`src/hdl/qdac_cfg.svh`:
```
// constants for the quad converter parallel-port host
`ifndef QDAC_CFG_SVH
`define QDAC_CFG_SVH

// bus widths and channel count
`define QDAC_DATA_W 8
`define QDAC_CH_W 2
`define QDAC_NCH 4

// channel select codes, upper bit on the high select line
`define QDAC_CH_A 2'h0
`define QDAC_CH_B 2'h1
`define QDAC_CH_C 2'h2
`define QDAC_CH_D 2'h3

// clock period and strobe timing in ns
`define QDAC_CLK_NS 20
`define QDAC_T_SETUP_NS 20
`define QDAC_T_WR_NS 40
`define QDAC_T_HOLD_NS 20
`define QDAC_T_LD_NS 40

// least times round up to whole cycles
`define QDAC_CYC(ns) (((ns) + `QDAC_CLK_NS - 1) / `QDAC_CLK_NS)
`define QDAC_SETUP_CYC `QDAC_CYC(`QDAC_T_SETUP_NS)
`define QDAC_WR_CYC `QDAC_CYC(`QDAC_T_WR_NS)
`define QDAC_HOLD_CYC `QDAC_CYC(`QDAC_T_HOLD_NS)
`define QDAC_LD_CYC `QDAC_CYC(`QDAC_T_LD_NS)

// counter width and idle pin levels
`define QDAC_CNT_W 4
`define QDAC_STROBE_IDLE 1'h1
`define QDAC_DATA_RST 8'h00

`endif

```
`src/hdl/qdac_pkg.sv`:
```
// types for the quad converter parallel-port host
package qdac_pkg;

	typedef enum logic [2:0] {
		ST_IDLE,
		ST_SETUP,
		ST_STROBE,
		ST_HOLD,
		ST_LOAD,
		ST_PDOWN
	} qdac_state_e;

	typedef logic [1:0] qdac_ch_t;
	typedef logic [7:0] qdac_code_t;
	typedef logic [3:0] qdac_cnt_t;

endpackage

```
`src/hdl/qdac_shadow.sv`:
```
// shadow copy of the four channel codes last written
`timescale 1ns/1ps

module qdac_shadow #(
	parameter int DW = 8,
	parameter int AW = 2
) (
	// clock and reset
	input wire logic clk,
	input wire logic reset,
	// write port
	input wire logic we,
	input wire logic [AW-1:0] waddr,
	input wire logic [DW-1:0] wdata,
	// read port
	input wire logic [AW-1:0] raddr,
	output logic [DW-1:0] rdata
);

	logic [DW-1:0] mem [0:(1<<AW)-1];
	logic [DW-1:0] rdata_r;
	logic [DW-1:0] rdata_nxt;

	// write data goes straight through so a read of the same entry is fresh
	always_comb begin
		rdata_nxt = mem[raddr];
		if (we && waddr == raddr) begin
			rdata_nxt = wdata;
		end
	end

	always_ff @(posedge clk) begin
		if (we) begin
			mem[waddr] <= wdata;
		end
		if (reset) begin
			rdata_r <= '0;
		end else begin
			rdata_r <= rdata_nxt;
		end
	end

	assign rdata = rdata_r;

endmodule

```
`src/hdl/qdac_host.sv`:
```
// host controller driving the quad converter parallel load port
//
// Summary of operation
// - the host pulls the write strobe low to load the addressed register.
// - the data bus is eight bits, highest line most significant.
// - two select lines pick a register; the low one is also power-down.
// - the device shuts down when the host floats the low select line.
// - select codes 00..11 pick channels A..D, high line as upper bit.
`timescale 1ns/1ps
`include "qdac_cfg.svh"

module qdac_host (
	// clock and reset
	input wire logic clk,
	input wire logic reset,
	// command
	input wire logic cmd_write,
	input wire logic cmd_update,
	input wire logic [`QDAC_CH_W-1:0] cmd_channel,
	input wire logic [`QDAC_DATA_W-1:0] cmd_data,
	output logic cmd_ready,
	// power control
	input wire logic cmd_power_down,
	output logic power_down,
	// shadow readback
	input wire logic [`QDAC_CH_W-1:0] rd_channel,
	output logic [`QDAC_DATA_W-1:0] rd_data,
	// device pins
	output logic wr_n,
	output logic dac_update_strobe_n,
	output logic reg_select_hi,
	output logic reg_select_lo_powerdown_o,
	output logic reg_select_lo_powerdown_oe,
	output logic [`QDAC_DATA_W-1:0] parallel_data_bus
);

	// ==========================================================
	// helpers
	function automatic qdac_pkg::qdac_cnt_t cnt_load(input int cyc);
		cnt_load = `QDAC_CNT_W'(cyc - 1);
	endfunction

	// ==========================================================
	// state
	qdac_pkg::qdac_state_e state_r, state_nxt;
	qdac_pkg::qdac_cnt_t cnt_r, cnt_nxt;
	logic upd_pend_r, upd_pend_nxt;
	logic ready_r, ready_nxt;
	logic pd_r, pd_nxt;
	logic wr_n_r, wr_n_nxt;
	logic ld_n_r, ld_n_nxt;
	logic sel_hi_r, sel_hi_nxt;
	logic sel_lo_r, sel_lo_nxt;
	logic lo_oe_r, lo_oe_nxt;
	logic [`QDAC_DATA_W-1:0] bus_r, bus_nxt;
	logic accept;
	logic mem_we;

	assign accept = ready_r && (cmd_write || cmd_update) && !cmd_power_down;
	// the input register has latched once the write strobe rises
	assign mem_we = state_r == qdac_pkg::ST_STROBE && cnt_r == '0;

	// ==========================================================
	// sequencer
	always_comb begin
		state_nxt = state_r;
		cnt_nxt = cnt_r;
		upd_pend_nxt = upd_pend_r;
		ready_nxt = ready_r;
		pd_nxt = pd_r;
		wr_n_nxt = wr_n_r;
		ld_n_nxt = ld_n_r;
		sel_hi_nxt = sel_hi_r;
		sel_lo_nxt = sel_lo_r;
		lo_oe_nxt = lo_oe_r;
		bus_nxt = bus_r;
		unique case (state_r)
			qdac_pkg::ST_IDLE: begin
				if (cmd_power_down) begin
					lo_oe_nxt = 1'b0;
					pd_nxt = 1'b1;
					ready_nxt = 1'b0;
					state_nxt = qdac_pkg::ST_PDOWN;
				end else if (accept && cmd_write) begin
					sel_hi_nxt = cmd_channel[1];
					sel_lo_nxt = cmd_channel[0];
					lo_oe_nxt = 1'b1;
					bus_nxt = cmd_data;
					upd_pend_nxt = cmd_update;
					ready_nxt = 1'b0;
					cnt_nxt = cnt_load(`QDAC_SETUP_CYC);
					state_nxt = qdac_pkg::ST_SETUP;
				end else if (accept) begin
					ld_n_nxt = 1'b0;
					ready_nxt = 1'b0;
					cnt_nxt = cnt_load(`QDAC_LD_CYC);
					state_nxt = qdac_pkg::ST_LOAD;
				end
			end
			qdac_pkg::ST_SETUP: begin
				if (cnt_r == '0) begin
					wr_n_nxt = 1'b0;
					cnt_nxt = cnt_load(`QDAC_WR_CYC);
					state_nxt = qdac_pkg::ST_STROBE;
				end else begin
					cnt_nxt = cnt_r - 1'b1;
				end
			end
			qdac_pkg::ST_STROBE: begin
				if (cnt_r == '0) begin
					wr_n_nxt = 1'b1;
					cnt_nxt = cnt_load(`QDAC_HOLD_CYC);
					state_nxt = qdac_pkg::ST_HOLD;
				end else begin
					cnt_nxt = cnt_r - 1'b1;
				end
			end
			qdac_pkg::ST_HOLD: begin
				if (cnt_r != '0) begin
					cnt_nxt = cnt_r - 1'b1;
				end else if (upd_pend_r) begin
					// load strobe only after the write strobe is back high
					ld_n_nxt = 1'b0;
					upd_pend_nxt = 1'b0;
					cnt_nxt = cnt_load(`QDAC_LD_CYC);
					state_nxt = qdac_pkg::ST_LOAD;
				end else begin
					ready_nxt = 1'b1;
					state_nxt = qdac_pkg::ST_IDLE;
				end
			end
			qdac_pkg::ST_LOAD: begin
				if (cnt_r == '0) begin
					ld_n_nxt = 1'b1;
					ready_nxt = 1'b1;
					state_nxt = qdac_pkg::ST_IDLE;
				end else begin
					cnt_nxt = cnt_r - 1'b1;
				end
			end
			qdac_pkg::ST_PDOWN: begin
				// writes are refused here since driving the line would wake it
				if (!cmd_power_down) begin
					lo_oe_nxt = 1'b1;
					pd_nxt = 1'b0;
					ready_nxt = 1'b1;
					state_nxt = qdac_pkg::ST_IDLE;
				end
			end
			default: begin
				state_nxt = qdac_pkg::ST_IDLE;
			end
		endcase
	end

	always_ff @(posedge clk) begin
		if (reset) begin
			state_r <= qdac_pkg::ST_IDLE;
			cnt_r <= '0;
			upd_pend_r <= 1'b0;
			ready_r <= 1'b1;
			pd_r <= 1'b0;
			wr_n_r <= `QDAC_STROBE_IDLE;
			ld_n_r <= `QDAC_STROBE_IDLE;
			sel_hi_r <= 1'b0;
			sel_lo_r <= 1'b0;
			lo_oe_r <= 1'b1;
			bus_r <= `QDAC_DATA_RST;
		end else begin
			state_r <= state_nxt;
			cnt_r <= cnt_nxt;
			upd_pend_r <= upd_pend_nxt;
			ready_r <= ready_nxt;
			pd_r <= pd_nxt;
			wr_n_r <= wr_n_nxt;
			ld_n_r <= ld_n_nxt;
			sel_hi_r <= sel_hi_nxt;
			sel_lo_r <= sel_lo_nxt;
			lo_oe_r <= lo_oe_nxt;
			bus_r <= bus_nxt;
		end
	end

	// ==========================================================
	// shadow store
	qdac_shadow #(
		.DW(`QDAC_DATA_W),
		.AW(`QDAC_CH_W)
	) u_shadow (
		.clk(clk),
		.reset(reset),
		.we(mem_we),
		.waddr({sel_hi_r, sel_lo_r}),
		.wdata(bus_r),
		.raddr(rd_channel),
		.rdata(rd_data)
	);

	// ==========================================================
	// outputs
	assign cmd_ready = ready_r;
	assign power_down = pd_r;
	assign wr_n = wr_n_r;
	assign dac_update_strobe_n = ld_n_r;
	assign reg_select_hi = sel_hi_r;
	assign reg_select_lo_powerdown_o = sel_lo_r;
	assign reg_select_lo_powerdown_oe = lo_oe_r;
	assign parallel_data_bus = bus_r;
endmodule

```
`config.mk`:
```
export PLATFORM = sky130hd
export DESIGN_NAME = qdac_host
export DESIGN_NICKNAME = d
export VERILOG_FILES = /design/src/hdl/qdac_pkg.sv /design/src/hdl/qdac_shadow.sv /design/src/hdl/qdac_host.sv
export VERILOG_INCLUDE_DIRS = /design/src /design/src/hdl
export SDC_FILE = /design/constraint.sdc
export NUM_CORES = 1
export LEC_CHECK = 0
export ABC_AREA = 1
export BUFFER_PORTS_ARGS = -buffer_cell sky130_fd_sc_hd__buf_2
export CAP_MARGIN = 10
export CORE_AREA = 5 5 104 106
export DETAILED_ROUTE_END_ITERATION = 12
export DIE_AREA = 0 0 109 111
export HOLD_SLACK_MARGIN = 0.06
export SYNTH_ARGS = -nofsm -noshare
export SYNTH_HDL_FRONTEND = slang
export SYNTH_SLANG_ARGS = --single-unit
```
`constraint.sdc`:
```
create_clock -name clk -period 1.8 [get_ports clk]
set_input_delay 0.27 -clock clk [delete_from_list [all_inputs] [get_ports clk]]
set_output_delay 0.27 -clock clk [all_outputs]
set_load 0.02 [all_outputs]
```
## Word level (Yosys, flattened, before mapping)

Memory sizes are Yosys's and may differ from the RTL's. A register that Yosys moved wholly into a read port is not among the register bits.
Index checks and enable logic that the tools add are counted.

- Input port bits: 17
- Memories kept: 1
- Word-level logic and storage cells: 106
- Output and inout bits: 23
- Bits in writable memories: 32
- Register bits after elaboration: 23

- Add/sub/neg operators: 1
- Bitwise gates (word level): 1
- Mux-type cells: 46
- Equality and inequality tests: 22
- Reductions and logical operators: 24

Memories:

| memory | words | width | read ports | clocked after Yosys merged registers in | write ports | RTL line | RTL |
|---|---|---|---|---|---|---|---|
| u_shadow.mem | 4 | 8 | 1 | 1 | 1 | qdac_shadow.sv:20 | `logic [DW-1:0] mem [0:(1<<AW)-1];` |

Operator list:

| kind | count |
|---|---|
| two-way mux 4 bit | 8 |
| two-way mux 3 bit | 9 |
| != test 2 bit (second input constant) | 12 |
| two-way mux 1 bit | 21 |
| case mux 4 bit (5 select lines) | 1 |
| case mux 3 bit (6 select lines) | 1 |
| AND reduction 3 bit | 4 |
| AND reduction 6 bit | 2 |
| != test 3 bit (second input constant) | 3 |
| case mux 1 bit (2 select lines) | 4 |
| nonzero test 4 bit | 2 |
| AND reduction 7 bit | 1 |
| == test 3 x 2 -> 1 bit (second input constant) | 2 |
| == test 3 bit (second input constant) | 2 |
| nonzero test 2 bit | 3 |
| AND reduction 5 bit | 1 |
| nonzero test 5 bit | 1 |
| logical AND 1 bit | 4 |
| zero test 4 bit | 1 |
| != test 4 bit (second input constant) | 1 |
| case mux 1 bit (4 select lines) | 1 |
| AND reduction 4 bit | 1 |
| subtractor 4 x 1 -> 4 bit (second input constant) | 1 |
| == test 3 x 1 -> 1 bit (second input constant) | 1 |
| other kinds (7) | 7 |

## Depth between registers and ports, before layout

Gate-level depths: netlist of the first run.

- Depth in word-level cells: 7
- Gate-level depth with buffers: 10
- Depth with buffers taken out: 10

## Modules after synthesis

From an unflattened synthesis of the first run, not the netlist that was laid out.

- Cells, all modules: 353
- Area total of the unflattened synthesis: 2939.1 µm²

Modules (own cells, without submodules):

| module | instances | sequential area each (µm²) | cells an instance | area an instance (µm²) |
|---|---|---|---|---|
| qdac_shadow | 1 | 1121.1 | 154 | 1654.1 |
| qdac_host | 1 | 460.4 | 199 | 1285.0 |

## Worst setup path after synthesis of the first run

OpenSTA, ideal clock, no wires.

- Kind: reg-to-reg
- Start point: register cnt_r[0]
- End point: memory u_shadow.mem[0][0], enable pin
- Path slack: -0.194 ns
- Setup time: 0.383 ns
- Clock period less this slack: 1.994 ns
- Stages on the path, launching flop included: 7
- Data required time: 1.417 ns
- Data arrival time: 1.611 ns
- Path buffers: 0
- Cell sequence: dfxtp_1 -> inv_1 -> ha_1 -> nand3_2 -> nor2_1 -> inv_1 -> nor3_1

- Longest elaborated chain between the ends: 4

Ends and longest elaborated chain:

| what | RTL line | RTL |
|---|---|---|
| start: declaration | qdac_host.sv:46 | `qdac_pkg::qdac_cnt_t cnt_r, cnt_nxt;` |
| start signal: assignment | qdac_host.sv:171 | `cnt_r <= cnt_nxt;` |
| zero test 4 bit | qdac_host.sv:61 | `assign mem_we = state_r == qdac_pkg::ST_STROBE && cnt_r == '0;` |
| logical AND 1 bit | qdac_host.sv:61 |  |
| two-way mux 1 bit | qdac_shadow.sv:33 | `if (we) begin` |
| two-way mux 1 bit (implied by the code) | qdac_shadow.sv:34 | `mem[waddr] <= wdata;` |
| end: declaration | qdac_shadow.sv:20 |  |

No other way between the ends.

## Final worst setup path of the first run

- Start point: register state_r[1]
- End point: memory u_shadow.mem[0][5], enable pin

- Longest elaborated chain between the ends: 4

Ends and longest elaborated chain:

| what | RTL line | RTL |
|---|---|---|
| start: declaration | qdac_host.sv:45 | `qdac_pkg::qdac_state_e state_r, state_nxt;` |
| start signal: assignment | qdac_host.sv:158 | `state_r <= qdac_pkg::ST_IDLE;` |
| start signal: assignment | qdac_host.sv:170 | `state_r <= state_nxt;` |
| == test 3 x 2 -> 1 bit | qdac_host.sv:61 |  |
| logical AND 1 bit | qdac_host.sv:61 |  |
| two-way mux 1 bit | qdac_shadow.sv:33 |  |
| two-way mux 1 bit (implied by the code) | qdac_shadow.sv:34 |  |

No other way between the ends.

==> flow_summary.toml, run 1 <==
[synthesis]
synth_top_area_share_pct = 33.92
synthMostInstantiatedCell = "nor2_1"
synth_area_per_cell_sq_um = 8.770
synth_edf_count = 32
synth_cells = 323
synth_area_leaders = "edfxtp_1, dfxtp_1, nor2_1"
ys.flop_type = "edfxtp_1"
ys_ff_latch = 63
synthArstFlopShare_pct = 0
ys_warn_count = 0
synth.largest_area_cell = "edfxtp_1"
syn-num-nets = 342
synth_cell_type_count = 31
yosysSeqAreaShare_pct = 55.83
synth_commonest_cells = "nor2_1, nand2_1, o21ai_0, edfxtp_1, dfxtp_1"
post_synth_instance_area_sq_um = 2833

[global_route]
track_usage_pct = 11.38
grt_max_degree = 19
grt_pass1_wl_um = 10900
grt_pass1_vias = 2289
antenna_found_initial = 0
grt_overflow = 0

[worst_setup_path]
r2r_cells = 5
slowest_stage = "dfxtp_1"
required_ps = 1850
path_buf_inv = 2
cp_slowest_stage_delay_ps = 560
crit_type = "flip-flop to flip-flop"
cp_num_cells = 5
arrival_ps = 1710
start_kind = "flip-flop"
path_delay_family = "flip-flops"
cp-end-kind = "flip-flop"
path_cells = "nand3_1, nor2_1, inv_1, nor3_1, buf_4"
critPathMaxFanout = 8

[detailed_routing]
vias = 2269
drc_errors = 0
detail_route.wl_per_cell_um = 12.53
via_per_inst = 4.449
antenna_left = 0
totalWireLength_um = 6392
drtPass1Iterations = 4
drtIter0Drc = 115

[sta]
fin_setup_tns_ps = 0
fmax_mhz = 602.1
skew_ps = 12.26
relSlewSlack_pct = 70.86
worst_pin_slew_ps = 436.7
rsz0062_at_grt = "no"
post-route-min-period_ps = 1661
fin_ws_ps = 139.1
hold_viol_final = 0
finalSetupViolations = 0
period_share_pct = 92.27
slew_violations = 0

[pwr]
cellPowerDensity_nw_per_um2 = 1446
finalPower_mw = 4.946
leakagePower_nw = 1.457
peakVddDrop_mv = 0.6450

[floorplanning]
rows = 36
start_util_pct = 29.25
ios = 40
coreArea_sq_um = 9684
die_x_um = 109
fp.dieH_um = 111
die_area_sq_um = 12100

[placed_design]
dp_slack_ps = 172.1
dp.cells = 494
hpwl_um = 4743
place.gp.congestion = 0.8542
portBuffers = 39
place_area_sq_um = 3197

[clocking]
clk_path_buf_depth = 2
htreeDepth = 3
clk_pin_slew_ps = 70
root_buffer = "clkbuf_8"
post_cts_buffers = 0
cts_tree = "done"
cts-resized-gates = 0
ctsHoldBuffers = 0
cts.sinks = 63
cts_inserted_buffers = 9
clkLatencyLatePin_ps = 340

[final_layout]
diodes = 0
nets = 391
drive_gt1_share_pct = 21.75
stdcell_count = 510
synthToLayoutAreaGrowth_pct = 20.72
final_area_sq_um = 3420

[outcome]
outcome = "complete, no violations"

[worst_hold_path]
hold_path_depth = 3
hold_path_class = "primary input to flip-flop"

[job]
maxCapViolations = 0
state kept, by name (all words and copies together), names as in the netlist, 3 cells and up:
register and cells:
cnt_r 4, parallel_data_bus 8, state_r 3, u_shadow.mem 32
u_shadow.rdata 8
cells in the final DEF, fill, tap and decap left out, drive strengths merged:
cell type	netlist	layout
edfxtp	32	32
ha	2	2
nand2	54	54
clkbuf	3	11
clkinv	1	3
inv	25	25
or2	1	1
a21oi	13	13
bufinv	0	2
nand3	17	17
nand4	3	3
nor3	5	5
dfxtp	31	31
a31oi	1	1
clkinvlp	0	1
xor2	2	2
buf	8	49
o21ai	48	48
nor2	77	77
worst reg2reg max path: cells and delay by family (launching register included):
family        cells  cell delay (ps)
simple gates      3              500
flops             1              560
buf+inv           2              320
power by group:
part           leakage [nW]  internal [mW]  switching (mW)
Clock                 0.110          0.818           0.546
Sequential            0.557           1.71           0.196
Combinational         0.790          0.585            1.09
logic make-up (layout without fill, tap and decap cells):
family	after synthesis	after routing	synth area share (%)
AOI/OAI and AO/OA	62	62	11.13
xor gates and xnor gates	2	2	0.6185
adders and majority gates	2	2	0.8833
buffers and inverters	37	91	6.228
DFF	63	63	55.83
and+or+nand+nor	157	157	25.31
metal layers:
layer | up-vias | global-route usage [%] | share of wire [%]
li1 | 1166 | - | -
met3 | 11 | 3.553 | 4.6
met5 | - | 0 | 0
met1 | 1041 | 14.50 | 46
met4 | 0 | 3.283 | 1.5
met2 | 51 | 18.35 | 47
cell type report:
cell class / instances / area (sq um)
fill: 995 / 6265
sequential: 63 / 1582
inverter: 26 / 103.9
multi-input combinational: 223 / 1075
tap: 133 / 166.4
clock buffer: 11 / 141.4
clock inverter: 5 / 81.33
timing repair buffer: 49 / 270.3
through the flow:
stage | util, % | hold WS (ps)
4_1_cts | 35.31 | 168.3
2_1_floorplan | - | 339.1
5_1_grt | 35.31 | 171.9
3_3_place_gp | 33.01 | 431.1
6_report | 35.31 | 182.2
3_5_place_dp | 33.01 | 434.2
worst paths after layout:
kind / slack [ps] / from / endpoint
worst max-delay path: 140 / state_r[1] / u_shadow.mem[0][5]
worst min-delay path: 180 / cmd_data[3] / parallel_data_bus[3]
worst max register to register: 140 / state_r[1] / u_shadow.mem[0][5]
worst min register to register: 450 / dac_update_strobe_n / dac_update_strobe_n
Note: power is estimated with default switching activity, not from simulation.
==> run 2, diff against run 1 <==
Settings changed: CORE_AREA 5 5 104 106 to 8 8 107 109, DIE_AREA 0 0 109 111 to 0 0 115 117, RECOVER_POWER set to 100.
==> run 2 against run 1 <==
Global-route usage down 0.60 points; power down 0.34%; sequential cell count is the same; cell area is 1.4% lower; non-clock buffer count shrank 2; sequential share of layout area increased by 0.65 points; via count fell by 0.93%; final cell count up 0.20%; setup slack lost 48 ps; sequential power about the same; first-iteration DRC count increased by 9.6%; clock-buffer cell count fell by 2; largest cell class unchanged.
==> flow_summary.toml, run 2 (same netlist as run 1, synthesis figures left out) <==
[sta]
skew_ps = 12.86
period_share_pct = 94.92
fin_setup_tns_ps = 0
finalSetupViolations = 0
fin_ws_ps = 91.41
slew_violations = 0
hold_viol_final = 0
whs_ps = 187.8
relSlewSlack_pct = 70.08
post-route-min-period_ps = 1709
worst_pin_slew_ps = 448.2
fmax_mhz = 585.3
rsz0062_at_grt = "no"

[clocking]
cts_inserted_buffers = 9
cts-resized-gates = 0
clkLatencyLatePin_ps = 330
clk_pin_slew_ps = 80
clk_path_buf_depth = 2
root_buffer = "clkbuf_8"
post_cts_buffers = 0
ctsHoldBuffers = 0
cts.sinks = 63
htreeDepth = 3
cts_tree = "done"

[worst_setup_path]
critPathMaxFanout = 8
timing.rr.end = "u_shadow.mem[0][0]"
slowest_stage = "dfxtp_1"
arrival_ps = 1730
start_kind = "flip-flop"
r2r_slack_ps = 90
path_cells = "nand3_1, nor2_1, inv_1, nor3_1, clkbuf_2"
crit_path_end = "u_shadow.mem[0][0]"
r2r_cells = 5
cp-end-kind = "flip-flop"
cp_slowest_stage_delay_ps = 570
required_ps = 1820
cp-startpoint = "state_r[1]"
crit_type = "flip-flop to flip-flop"
r2r_start = "state_r[1]"

[global_route]
gr-usage-met3_pct = 3.181
use_met2_pct = 19.29
grt_pass1_vias = 2274
grt_pass1_wl_um = 11200
track_usage_pct = 10.78
met1_usage_pct = 11.85
grt_max_degree = 24
antenna_found_initial = 0
grt-busiest-layer = "met2"
grt_overflow = 0

[detailed_routing]
drtIter0Drc = 126
drtPass1Iterations = 4
drc_errors = 0
detail_route.wl_per_cell_um = 13.14
vias = 2248
via_per_inst = 4.399
totalWireLength_um = 6715
antenna_left = 0

[final_layout]
final_area_sq_um = 3372
stdcell_count = 511
layout.cells.most_common_list = "nor2_1, nand2_1, o21ai_0"
nets = 389
n_fill_cell = 1070
diodes = 0
drive_gt1_share_pct = 14.67
largest_reg_flops = 32
synthToLayoutAreaGrowth_pct = 19.04
post-route-util_pct = 34.04
final_common_cell = "nor2_1"
regMostFlops = "u_shadow.mem"

[placed_design]
dp_slack_ps = 196.5
place.gp.congestion = 0.9344
hpwl_um = 4933
dp.cells = 495
portBuffers = 39
place_area_sq_um = 3186

[floorplanning]
ios = 40
coreArea_sq_um = 9907
die_x_um = 115
rows = 37
fp.dieH_um = 117
start_util_pct = 28.59
die_area_sq_um = 13460

[outcome]
outcome = "complete, no violations"

[pwr]
finalPower_mw = 4.929
cellPowerDensity_nw_per_um2 = 1462
leakagePower_nw = 1.363
peakVddDrop_mv = 0.7257

[worst_hold_path]
hold_path_class = "primary input to flip-flop"

[job]
maxCapViolations = 0
[run 2: how the worst min path moves through the flow]
stage                   startpoint                    to  slack (ps)  cells past startpoint
3_5_place_dp   dac_update_strobe_n   dac_update_strobe_n         430                      2
4_1_cts                cmd_data[2]  parallel_data_bus[2]         160                      3
5_1_grt                cmd_data[7]  parallel_data_bus[7]         180                      3
3_3_place_gp   dac_update_strobe_n   dac_update_strobe_n         430                      2
6_report               cmd_data[7]  parallel_data_bus[7]         190                      3
2_1_floorplan                reset            power_down         340                      1
[run 2: per-layer routing]
metal | vias up | share of wire [%]
li1 | 1169 | -
met1 | 995 | 43
met5 | - | 0
met2 | 75 | 50
met3 | 9 | 6.0
met4 | 0 | 1.0
[run 2: critical path: cells and delay by family (launching register included)]
kind / cells / cell delay (ps)
AND/OR/NAND/NOR: 3 / 460
buffers and inverters: 2 / 360
flip-flops: 1 / 570
[run 2: report_power, final]
part,switching (mW),total (mW),internal (mW)
Sequential,0.216,1.92,1.71
Combinational,1.08,1.61,0.533
Clock,0.598,1.40,0.798
Total,1.89,4.93,3.04
[run 2: layout make-up]
type	count	area, sq um	area share [%]
sequential	63	1582	46.90
multi-input combinational	223	1070	31.73
timing repair buffer	47	217.7	6.456
tap	136	170.2	5.046
clock buffer	9	123.9	3.673
clock inverter	7	105.1	3.117
inverter	26	103.9	3.080
